### src/mcp_pkg.sv
package mcp_pkg;
	// --------------------------------------------------------------
	// Geometry
	// --------------------------------------------------------------
	localparam int NUM_CH = 6;
	localparam int CNT_W = 16;
	localparam logic [15:0] CNT_MAX = 16'hFFFF;
	localparam logic [15:0] CNT_ONE = 16'h0001;
	localparam logic [2:0] LAST_CH = 3'h5;
	// Divide the 24 MHz auxiliary source down to 1 MHz
	localparam logic [4:0] AUX_DIV_1MHZ = 5'h18;

	// --------------------------------------------------------------
	// Register offsets (byte addresses)
	// --------------------------------------------------------------
	localparam logic [11:0] AUX_CFG_ADDR = 12'h000;
	localparam logic [11:0] STAGE_ADDR = 12'h004;
	localparam logic [11:0] START_ADDR = 12'h008;
	localparam logic [11:0] CHANGE_ADDR = 12'h00C;
	localparam logic [11:0] CH_BASE_ADDR = 12'h010;
	localparam logic [11:0] CH_STRIDE = 12'h004;

	// --------------------------------------------------------------
	// Field positions
	// --------------------------------------------------------------
	localparam int AUX_EN_BIT = 0;
	localparam int AUX_1M_BIT = 1;
	localparam int AUX_XTAL_BIT = 2;
	localparam int STAGE_TOG_LSB = 0;
	localparam int STAGE_INI_LSB = 16;
	localparam int CMD_IDX_LSB = 0;
	localparam int CMD_SEL_BIT = 3;
	localparam int CMD_POL_BIT = 4;
	localparam int CH_OUT_BIT = 16;
	localparam int CH_EN_BIT = 17;
	localparam int CH_SEL_BIT = 18;
	localparam int CH_POL_BIT = 19;
	localparam int CH_ROUTE_BIT = 20;

	// --------------------------------------------------------------
	// Reset values
	// --------------------------------------------------------------
	localparam logic [15:0] TOG_RST = 16'h0000;
	localparam logic [15:0] INI_RST = 16'h0000;
	localparam logic [31:0] RDATA_RST = 32'h00000000;
endpackage

### src/mcp_tick.sv
`timescale 1ns/1ps
module mcp_tick #(
	parameter int DIV_W = 5
) (
	input wire logic pclk,
	input wire logic presetn,
	input wire logic clk_pin,
	input wire logic div_en,
	input wire logic [DIV_W-1:0] div_val,
	output logic tick
);
	// --------------------------------------------------------------
	// State
	// --------------------------------------------------------------
	typedef struct packed {
		logic [2:0] sync;
		logic lvl;
		logic [DIV_W-1:0] cnt;
		logic tick;
	} mcp_tick_t;

	mcp_tick_t st_reg;
	mcp_tick_t st_next;

	always_comb begin
		st_next = st_reg;
		st_next.sync = {st_reg.sync[1:0], clk_pin};
		st_next.tick = 1'b0;
		// Stage 0 feeds only stage 1; level moves once stages 1 and 2 agree
		if (st_reg.sync[1] == st_reg.sync[2]) begin
			st_next.lvl = st_reg.sync[2];
			if (st_reg.sync[2] && !st_reg.lvl) begin
				if (!div_en) begin
					st_next.tick = 1'b1;
				end else if (st_reg.cnt >= div_val - {{(DIV_W-1){1'b0}}, 1'b1}) begin
					st_next.cnt = '0;
					st_next.tick = 1'b1;
				end else begin
					st_next.cnt = st_reg.cnt + {{(DIV_W-1){1'b0}}, 1'b1};
				end
			end
		end
	end

	always_ff @(posedge pclk or negedge presetn) begin
		if (!presetn) begin
			st_reg <= '0;
		end else begin
			st_reg <= st_next;
		end
	end

	assign tick = st_reg.tick;
endmodule

### src/mcp_channel.sv
`timescale 1ns/1ps
module mcp_channel #(
	parameter int CNT_W = mcp_pkg::CNT_W
) (
	input wire logic pclk,
	input wire logic presetn,
	input wire logic tick,
	input wire logic enable,
	input wire logic start,
	input wire logic polarity,
	input wire logic [CNT_W-1:0] toggle,
	input wire logic [CNT_W-1:0] init,
	output logic [CNT_W-1:0] count,
	output logic out
);
	// --------------------------------------------------------------
	// State
	// --------------------------------------------------------------
	typedef struct packed {
		logic [CNT_W-1:0] count;
		logic out;
	} mcp_chan_t;

	mcp_chan_t st_reg;
	mcp_chan_t st_next;
	logic [CNT_W-1:0] step;

	assign step = st_reg.count + CNT_W'(mcp_pkg::CNT_ONE);

	always_comb begin
		st_next = st_reg;
		if (start) begin
			st_next.count = init;
			st_next.out = polarity;
		end else if (!enable) begin
			st_next.out = polarity;
		end else if (tick) begin
			if (st_reg.count == CNT_W'(mcp_pkg::CNT_MAX)) begin
				st_next.count = init;
				st_next.out = polarity;
			end else begin
				st_next.count = step;
				if (step == toggle) begin
					st_next.out = ~st_reg.out;
				end
			end
		end
	end

	always_ff @(posedge pclk or negedge presetn) begin
		if (!presetn) begin
			st_reg <= '0;
		end else begin
			st_reg <= st_next;
		end
	end

	assign count = st_reg.count;
	assign out = st_reg.out;
endmodule

### src/mcp_top.sv
// Our own choices: the register addresses and register access over APB.
`timescale 1ns/1ps
module mcp_top #(
	parameter int ADDR_W = 12,
	parameter int NUM_CH = mcp_pkg::NUM_CH,
	parameter int CNT_W = mcp_pkg::CNT_W
) (
	input wire logic pclk,
	input wire logic presetn,
	input wire logic psel,
	input wire logic penable,
	input wire logic pwrite,
	input wire logic [ADDR_W-1:0] paddr,
	input wire logic [31:0] pwdata,
	output logic [31:0] prdata,
	output logic pready,
	output logic pslverr,
	input wire logic lp_clk_32k,
	input wire logic aux_clock_second,
	input wire logic xtal_clk_24m,
	output logic [NUM_CH-1:0] pwm_out,
	output logic [NUM_CH-1:0] pwm_route_en
);
	// --------------------------------------------------------------
	// State
	// --------------------------------------------------------------
	typedef struct packed {
		logic pready;
		logic pslverr;
		logic [31:0] prdata;
		logic aux_en;
		logic aux_1m;
		logic aux_xtal;
		logic [CNT_W-1:0] stage_tog;
		logic [CNT_W-1:0] stage_ini;
		logic [NUM_CH-1:0] en;
		logic [NUM_CH-1:0] sel;
		logic [NUM_CH-1:0] pol;
		logic [NUM_CH-1:0] route;
		logic [NUM_CH-1:0] ld;
		logic [NUM_CH-1:0][CNT_W-1:0] tog;
		logic [NUM_CH-1:0][CNT_W-1:0] ini;
	} mcp_top_t;

	mcp_top_t st_reg;
	mcp_top_t st_next;

	logic slow_tick;
	logic aux_tick;
	logic aux_pin;
	logic [NUM_CH-1:0] ch_tick;
	logic [NUM_CH-1:0][CNT_W-1:0] ch_count;
	logic [NUM_CH-1:0] ch_out;

	// --------------------------------------------------------------
	// Clock sources
	// --------------------------------------------------------------
	// The first auxiliary clock has no port at all: it cannot reach a channel
	assign aux_pin = st_reg.aux_xtal ? xtal_clk_24m : aux_clock_second;

	mcp_tick #(
		.DIV_W(5)
	) u_slow (
		.pclk(pclk),
		.presetn(presetn),
		.clk_pin(lp_clk_32k),
		.div_en(1'b0),
		.div_val(5'h01),
		.tick(slow_tick)
	);

	mcp_tick #(
		.DIV_W(5)
	) u_aux (
		.pclk(pclk),
		.presetn(presetn),
		.clk_pin(aux_pin),
		.div_en(st_reg.aux_1m),
		.div_val(mcp_pkg::AUX_DIV_1MHZ),
		.tick(aux_tick)
	);

	// --------------------------------------------------------------
	// Channels
	// --------------------------------------------------------------
	genvar gi;
	generate
		for (gi = 0; gi < NUM_CH; gi++) begin : g_ch
			// Auxiliary ticks are dropped until software has enabled that clock
			assign ch_tick[gi] = st_reg.sel[gi] ? (aux_tick & st_reg.aux_en) : slow_tick;
			mcp_channel #(
				.CNT_W(CNT_W)
			) u_ch (
				.pclk(pclk),
				.presetn(presetn),
				.tick(ch_tick[gi]),
				.enable(st_reg.en[gi]),
				.start(st_reg.ld[gi]),
				.polarity(st_reg.pol[gi]),
				.toggle(st_reg.tog[gi]),
				.init(st_reg.ini[gi]),
				.count(ch_count[gi]),
				.out(ch_out[gi])
			);
		end
	endgenerate

	// --------------------------------------------------------------
	// Register bus
	// --------------------------------------------------------------
	logic acc_first;
	logic acc_last;
	logic [2:0] cmd_idx;
	logic cmd_ok;

	// One wait state: ready rises in the second access cycle, writes land there
	assign acc_first = psel && penable && !st_reg.pready;
	assign acc_last = psel && penable && st_reg.pready;
	assign cmd_idx = pwdata[mcp_pkg::CMD_IDX_LSB +: 3];
	assign cmd_ok = cmd_idx <= mcp_pkg::LAST_CH;

	always_comb begin
		logic [ADDR_W-1:0] ch_addr;
		logic hit;
		ch_addr = '0;
		hit = 1'b0;
		st_next = st_reg;
		st_next.ld = '0;
		st_next.pready = 1'b0;
		st_next.pslverr = 1'b0;
		if (acc_first) begin
			st_next.pready = 1'b1;
			st_next.prdata = mcp_pkg::RDATA_RST;
			case (paddr)
				ADDR_W'(mcp_pkg::AUX_CFG_ADDR): begin
					hit = 1'b1;
					st_next.prdata[mcp_pkg::AUX_EN_BIT] = st_reg.aux_en;
					st_next.prdata[mcp_pkg::AUX_1M_BIT] = st_reg.aux_1m;
					st_next.prdata[mcp_pkg::AUX_XTAL_BIT] = st_reg.aux_xtal;
				end
				ADDR_W'(mcp_pkg::STAGE_ADDR): begin
					hit = 1'b1;
					st_next.prdata = {st_reg.stage_ini, st_reg.stage_tog};
				end
				ADDR_W'(mcp_pkg::START_ADDR), ADDR_W'(mcp_pkg::CHANGE_ADDR): begin
					hit = 1'b1;
				end
				default: begin
				end
			endcase
			for (int i = 0; i < NUM_CH; i++) begin
				ch_addr = ADDR_W'(mcp_pkg::CH_BASE_ADDR) + ADDR_W'(i) * ADDR_W'(mcp_pkg::CH_STRIDE);
				if (paddr == ch_addr) begin
					hit = 1'b1;
					st_next.prdata[CNT_W-1:0] = ch_count[i];
					st_next.prdata[mcp_pkg::CH_OUT_BIT] = ch_out[i];
					st_next.prdata[mcp_pkg::CH_EN_BIT] = st_reg.en[i];
					st_next.prdata[mcp_pkg::CH_SEL_BIT] = st_reg.sel[i];
					st_next.prdata[mcp_pkg::CH_POL_BIT] = st_reg.pol[i];
					st_next.prdata[mcp_pkg::CH_ROUTE_BIT] = st_reg.route[i];
				end
			end
			st_next.pslverr = !hit;
		end else if (acc_last && pwrite) begin
			case (paddr)
				ADDR_W'(mcp_pkg::AUX_CFG_ADDR): begin
					st_next.aux_en = pwdata[mcp_pkg::AUX_EN_BIT];
					st_next.aux_1m = pwdata[mcp_pkg::AUX_1M_BIT];
					st_next.aux_xtal = pwdata[mcp_pkg::AUX_XTAL_BIT];
				end
				ADDR_W'(mcp_pkg::STAGE_ADDR): begin
					st_next.stage_tog = pwdata[mcp_pkg::STAGE_TOG_LSB +: CNT_W];
					st_next.stage_ini = pwdata[mcp_pkg::STAGE_INI_LSB +: CNT_W];
				end
				ADDR_W'(mcp_pkg::START_ADDR): begin
					if (cmd_ok) begin
						// Whole start in one write: parameters, enable, load, route
						st_next.tog[cmd_idx] = st_reg.stage_tog;
						st_next.ini[cmd_idx] = st_reg.stage_ini;
						st_next.sel[cmd_idx] = pwdata[mcp_pkg::CMD_SEL_BIT];
						st_next.pol[cmd_idx] = pwdata[mcp_pkg::CMD_POL_BIT];
						st_next.en[cmd_idx] = 1'b1;
						st_next.route[cmd_idx] = 1'b1;
						st_next.ld[cmd_idx] = 1'b1;
					end
				end
				ADDR_W'(mcp_pkg::CHANGE_ADDR): begin
					if (cmd_ok) begin
						// No reload here, so a shortened period may glitch once
						st_next.tog[cmd_idx] = st_reg.stage_tog;
						st_next.ini[cmd_idx] = st_reg.stage_ini;
					end
				end
				default: begin
				end
			endcase
			for (int i = 0; i < NUM_CH; i++) begin
				ch_addr = ADDR_W'(mcp_pkg::CH_BASE_ADDR) + ADDR_W'(i) * ADDR_W'(mcp_pkg::CH_STRIDE);
				// Writing a zero enable stops the channel; restart goes through start
				if (paddr == ch_addr && !pwdata[mcp_pkg::CH_EN_BIT]) begin
					st_next.en[i] = 1'b0;
				end
			end
		end
	end

	always_ff @(posedge pclk or negedge presetn) begin
		if (!presetn) begin
			st_reg <= '0;
			st_reg.tog <= {NUM_CH{mcp_pkg::TOG_RST}};
			st_reg.ini <= {NUM_CH{mcp_pkg::INI_RST}};
		end else begin
			st_reg <= st_next;
		end
	end

	assign prdata = st_reg.prdata;
	assign pready = st_reg.pready;
	assign pslverr = st_reg.pslverr;
	assign pwm_out = ch_out;
	assign pwm_route_en = st_reg.route;

	// --------------------------------------------------------------
	// Per-channel checks
	// --------------------------------------------------------------
	// Each channel watches its own slot, so an index mix-up shows up as a
	// request reaching the wrong channel rather than as a wrong count later
	genvar gc;
	generate
		for (gc = 0; gc < NUM_CH; gc++) begin : g_chk
			logic [ADDR_W-1:0] own_addr;
			assign own_addr = ADDR_W'(mcp_pkg::CH_BASE_ADDR)
				+ ADDR_W'(gc) * ADDR_W'(mcp_pkg::CH_STRIDE);

		end
	endgenerate
endmodule

### config.mk
export PLATFORM = sky130hd
export DESIGN_NAME = mcp_top
export DESIGN_NICKNAME = d
export VERILOG_FILES = /design/src/mcp_pkg.sv /design/src/mcp_tick.sv /design/src/mcp_channel.sv /design/src/mcp_top.sv
export SDC_FILE = /design/constraint.sdc
export NUM_CORES = 1
export LEC_CHECK = 0
export BUFFER_PORTS_ARGS = -buffer_cell sky130_fd_sc_hd__buf_2
export CAP_MARGIN = 20
export CORE_UTILIZATION = 40
export CTS_BUF_LIST = sky130_fd_sc_hd__clkbuf_2
export DETAILED_ROUTE_END_ITERATION = 10
export PLACE_DENSITY = 0.58
export SYNTH_ARGS = -nofsm -noshare
export SYNTH_HDL_FRONTEND = slang
export SYNTH_HIERARCHICAL = 1
export SYNTH_SLANG_ARGS = --single-unit
### constraint.sdc
create_clock -name pclk -period 6.6 [get_ports pclk]
set_input_delay 0.33 -clock pclk [delete_from_list [all_inputs] [get_ports pclk]]
set_output_delay 0.33 -clock pclk [all_outputs]
set_load 0.01 [all_outputs]
==> flow_summary_export.csv <==
group,metric,value,unit
run_status,status,"completed",
drt,num_vias,19600,
floorplan,dieArea,61800,um2
timing,post-route-period-util,0.571,
cts,clk_latency,1.19,ns
worst_setup_path,cp_max_fo,5,
timing,max_freq,266,MHz
placed_design,gp_congestion,0.955,
floorplan,core_area,60200,um2
synthesis,synthArstFlopShare,1.00,
worst_hold_path,hp-class,"in2reg",
worst_setup_path,crit_arrival,4.88,ns
cells_and_area,mostFrequentLayoutCells,"dfrtp_1 (413), mux2_2 (165), clkbuf_2 (159)",
global_routing,grt_pass1_wl,125000,um
floorplan,die_w,249,um
synthesis,synth.area.top_cells,"dfrtp_1 (42%), mux2_2 (7.6%), mux2_4 (5.6%), xnor2_1 (3.7%), a21oi_1 (2.3%)",
cts,clock-root-buffer,"clkbuf_2",
synthesis,ys_types,85,
timing,period_minus_slack,3.77,ns
power_and_ir_drop,p_leak,12.5,nW
synthesis,synth_edf_count,0,
floorplan,start_util,0.404,
synthesis,yosys.area.top_type,"dfrtp_1",
cells_and_area,fin_nets,2532,
cells_and_area,drive_above_1_share,0.255,
placed_design,dp_hpwl,57500,um
floorplan,io_pins,98,
synthesis,avgSynthCellArea,10.7,um2
cts,cts_resized,0,
cts,cts-htree-levels,3,
worst_setup_path,cp.required,7.72,ns
cells_and_area,post-route-util,0.447,
timing,fin_worst_skew,0.105,ns
drt,viasPerCell,5.90,
worst_setup_path,worstSetupStartpointType,"register",
drt,avgRoutedWirePerCell,25.2,um
timing,drv_slew,0,
cells_and_area,layout_commonest_cell,"dfrtp_1",
timing,tightest_slew,1.11,ns
synthesis,ys_seq_area_frac,0.425,
job,cap_violations,0,
synthesis,synthFlopType,"dfrtp_1",
drt,drt-initial-drc-count,1848,
cells_and_area,largest_reg_flops,239,
global_routing,grt_pass1_vias,18900,
timing,rsz0062_at_grt,"false",
synthesis,yosysWarnings,6,
cells_and_area,area_growth,10.7,%
synthesis,syn_inst,2271,
timing,final.setup.tns,0,ns
worst_setup_path,path_class,"reg2reg",
cts,cts_buffer_depth,3,
power_and_ir_drop,ir_drop,0.109,mV
synthesis,syn-cell-area,24300,um2
floorplan,rows,90,
timing,setup_violations,0,
cts,cts_buffers,112,
power_and_ir_drop,powerDensity,197,nW/um2
drt,drt_wl_total,83800,um
global_routing,grt_usage,0.269,
drt,antenna_left,0,
cts,cts.reportedPaths.clkPinSlew,0.10,ns
timing,relSlewSlack,0.259,
cts,clock-sinks,413,
global_routing,overflow,0,
global_routing,grt_max_degree,145,
placed_design,port_buffers,97,
worst_setup_path,cp-end-kind,"register",
drt,drc,0,
drt,drt-pass1-iter-count,5,
global_routing,antenna_found_initial,14,
cts,cts_tree,"yes",
timing,finalHoldViolCount,0,
floorplan,die_h,249,um
synthesis,synth_top_area_frac,0.425,
synthesis,ys_ff_latch,413,
==> power breakdown <==
group          leakage (nW)  internal [mW]  switching (mW)
clock                 0.757          0.760            1.11
sequential             5.63           2.60           0.148
combinational          6.15          0.286           0.408
total                  12.5           3.64            1.66
==> critical path, cell delays in order (launching register included) <==
cell and delay [ns]:
dfrtp_1 0.37, nand4_1 0.32, dlygate4sd3_1 0.79, nor4_4 0.48, nand4_1 0.23, dlygate4sd3_1 0.76
a22oi_1 0.23, dlygate4sd3_1 0.57
==> cell usage after synthesis, types with 8 or more instances <==
cell / n
nor3_1: 67
a31oi_1: 32
nor4_1: 33
dfrtp_1: 413
nand3_4: 9
a2bb2oi_1: 22
o21a_1: 22
a21o_1: 10
nor2_1: 124
a2111oi_2: 8
mux2_2: 165
o22a_1: 11
mux2_1: 8
o21ai_1: 8
nand3b_1: 8
nor3b_1: 11
a221o_1: 8
nand2b_1: 34
mux2_4: 90
and3b_1: 9
o311ai_0: 12
a21oi_1: 113
clkbuf_8: 18
nand3_1: 71
buf_2: 27
xnor2_1: 102
nand4_1: 34
o21ai_0: 113
inv_1: 49
a2111o_1: 8
buf_6: 17
mux2i_1: 21
or3_1: 24
nand2_1: 145
a211oi_1: 8
o31ai_1: 8
or2_2: 11
buf_4: 40
o211ai_1: 34
a22o_1: 17
clkbuf_1: 66
ha_1: 20
xor2_1: 48
a22oi_1: 14
==> stage by stage <==
stage	worst slack [ns]	hold WS, ns	instances	area, um2	power, mW
after floorplan	4.15	0.0344	2291	24400	3.23
after global placement	3.22	0.280	3021	24800	3.42
after detailed placement	3.10	0.276	3022	24800	3.44
after CTS	3.02	0.0338	3312	26800	5.36
after global routing	2.83	0.00709	3324	26900	5.60
final	2.83	0.185	3329	26900	5.31
==> final timing paths <==
kind	startpoint	endpoint	slack, ns	depth (start not counted)
min in group asynchronous	presetn	st_reg[118]$_DFFE_PN0P_	0.31	4
max in group asynchronous	presetn	st_reg[170]$_DFFE_PN0P_	5.23	4
min	paddr[9]	prdata[2]$_DFFE_PN0P_	0.18	5
min reg2reg	u_aux/st_next[8]$_DFF_PN0_	u_aux/st_next[9]$_DFF_PN0_	0.36	0
max	pready$_DFF_PN0_	st_reg[219]$_DFFE_PN0P_	2.83	7
max reg2reg	pready$_DFF_PN0_	st_reg[219]$_DFFE_PN0P_	2.83	7
==> cells by family (layout without fill, tap and decap cells) <==
family | after synthesis | in the layout | share of synthesized area
and+or+nand+nor | 664 | 664 | 0.155
other | 2 | 32 | 0.000309
AOI/OAI and AO/OA | 509 | 509 | 0.148
adders and majority gates | 22 | 22 | 0.0111
xor gates and xnor gates | 150 | 150 | 0.0540
DFF | 413 | 413 | 0.425
buffers and inverters | 227 | 473 | 0.0623
muxes | 284 | 284 | 0.144
==> per-layer routing <==
| layer | GRT usage | part of all wire | up-vias |
|---|---|---|---|
| li1 | - | - | 8744 |
| met1 | 0.378 | 0.45 | 9817 |
| met2 | 0.398 | 0.44 | 906 |
| met3 | 0.0636 | 0.082 | 159 |
| met4 | 0.110 | 0.037 | 6 |
| met5 | 0 | 0.00044 | - |
==> what timing repair did <==
action	CTS	global route
setup buffers	0	0
hold buffers	99	0
hold endpoints to repair	513	0
==> area by class of cell <==
cell class | count | area (um2)
flip-flops and latches | 413 | 10300
repair buffers | 232 | 1840
well taps | 782 | 978
multi-input cells | 1651 | 12600
clock inverters | 32 | 206
clock buffers | 159 | 796
inverters | 50 | 188
fillers | 5696 | 33300
diodes | 10 | 25.0
No activity file was read; power rests on OpenSTA's default activity.
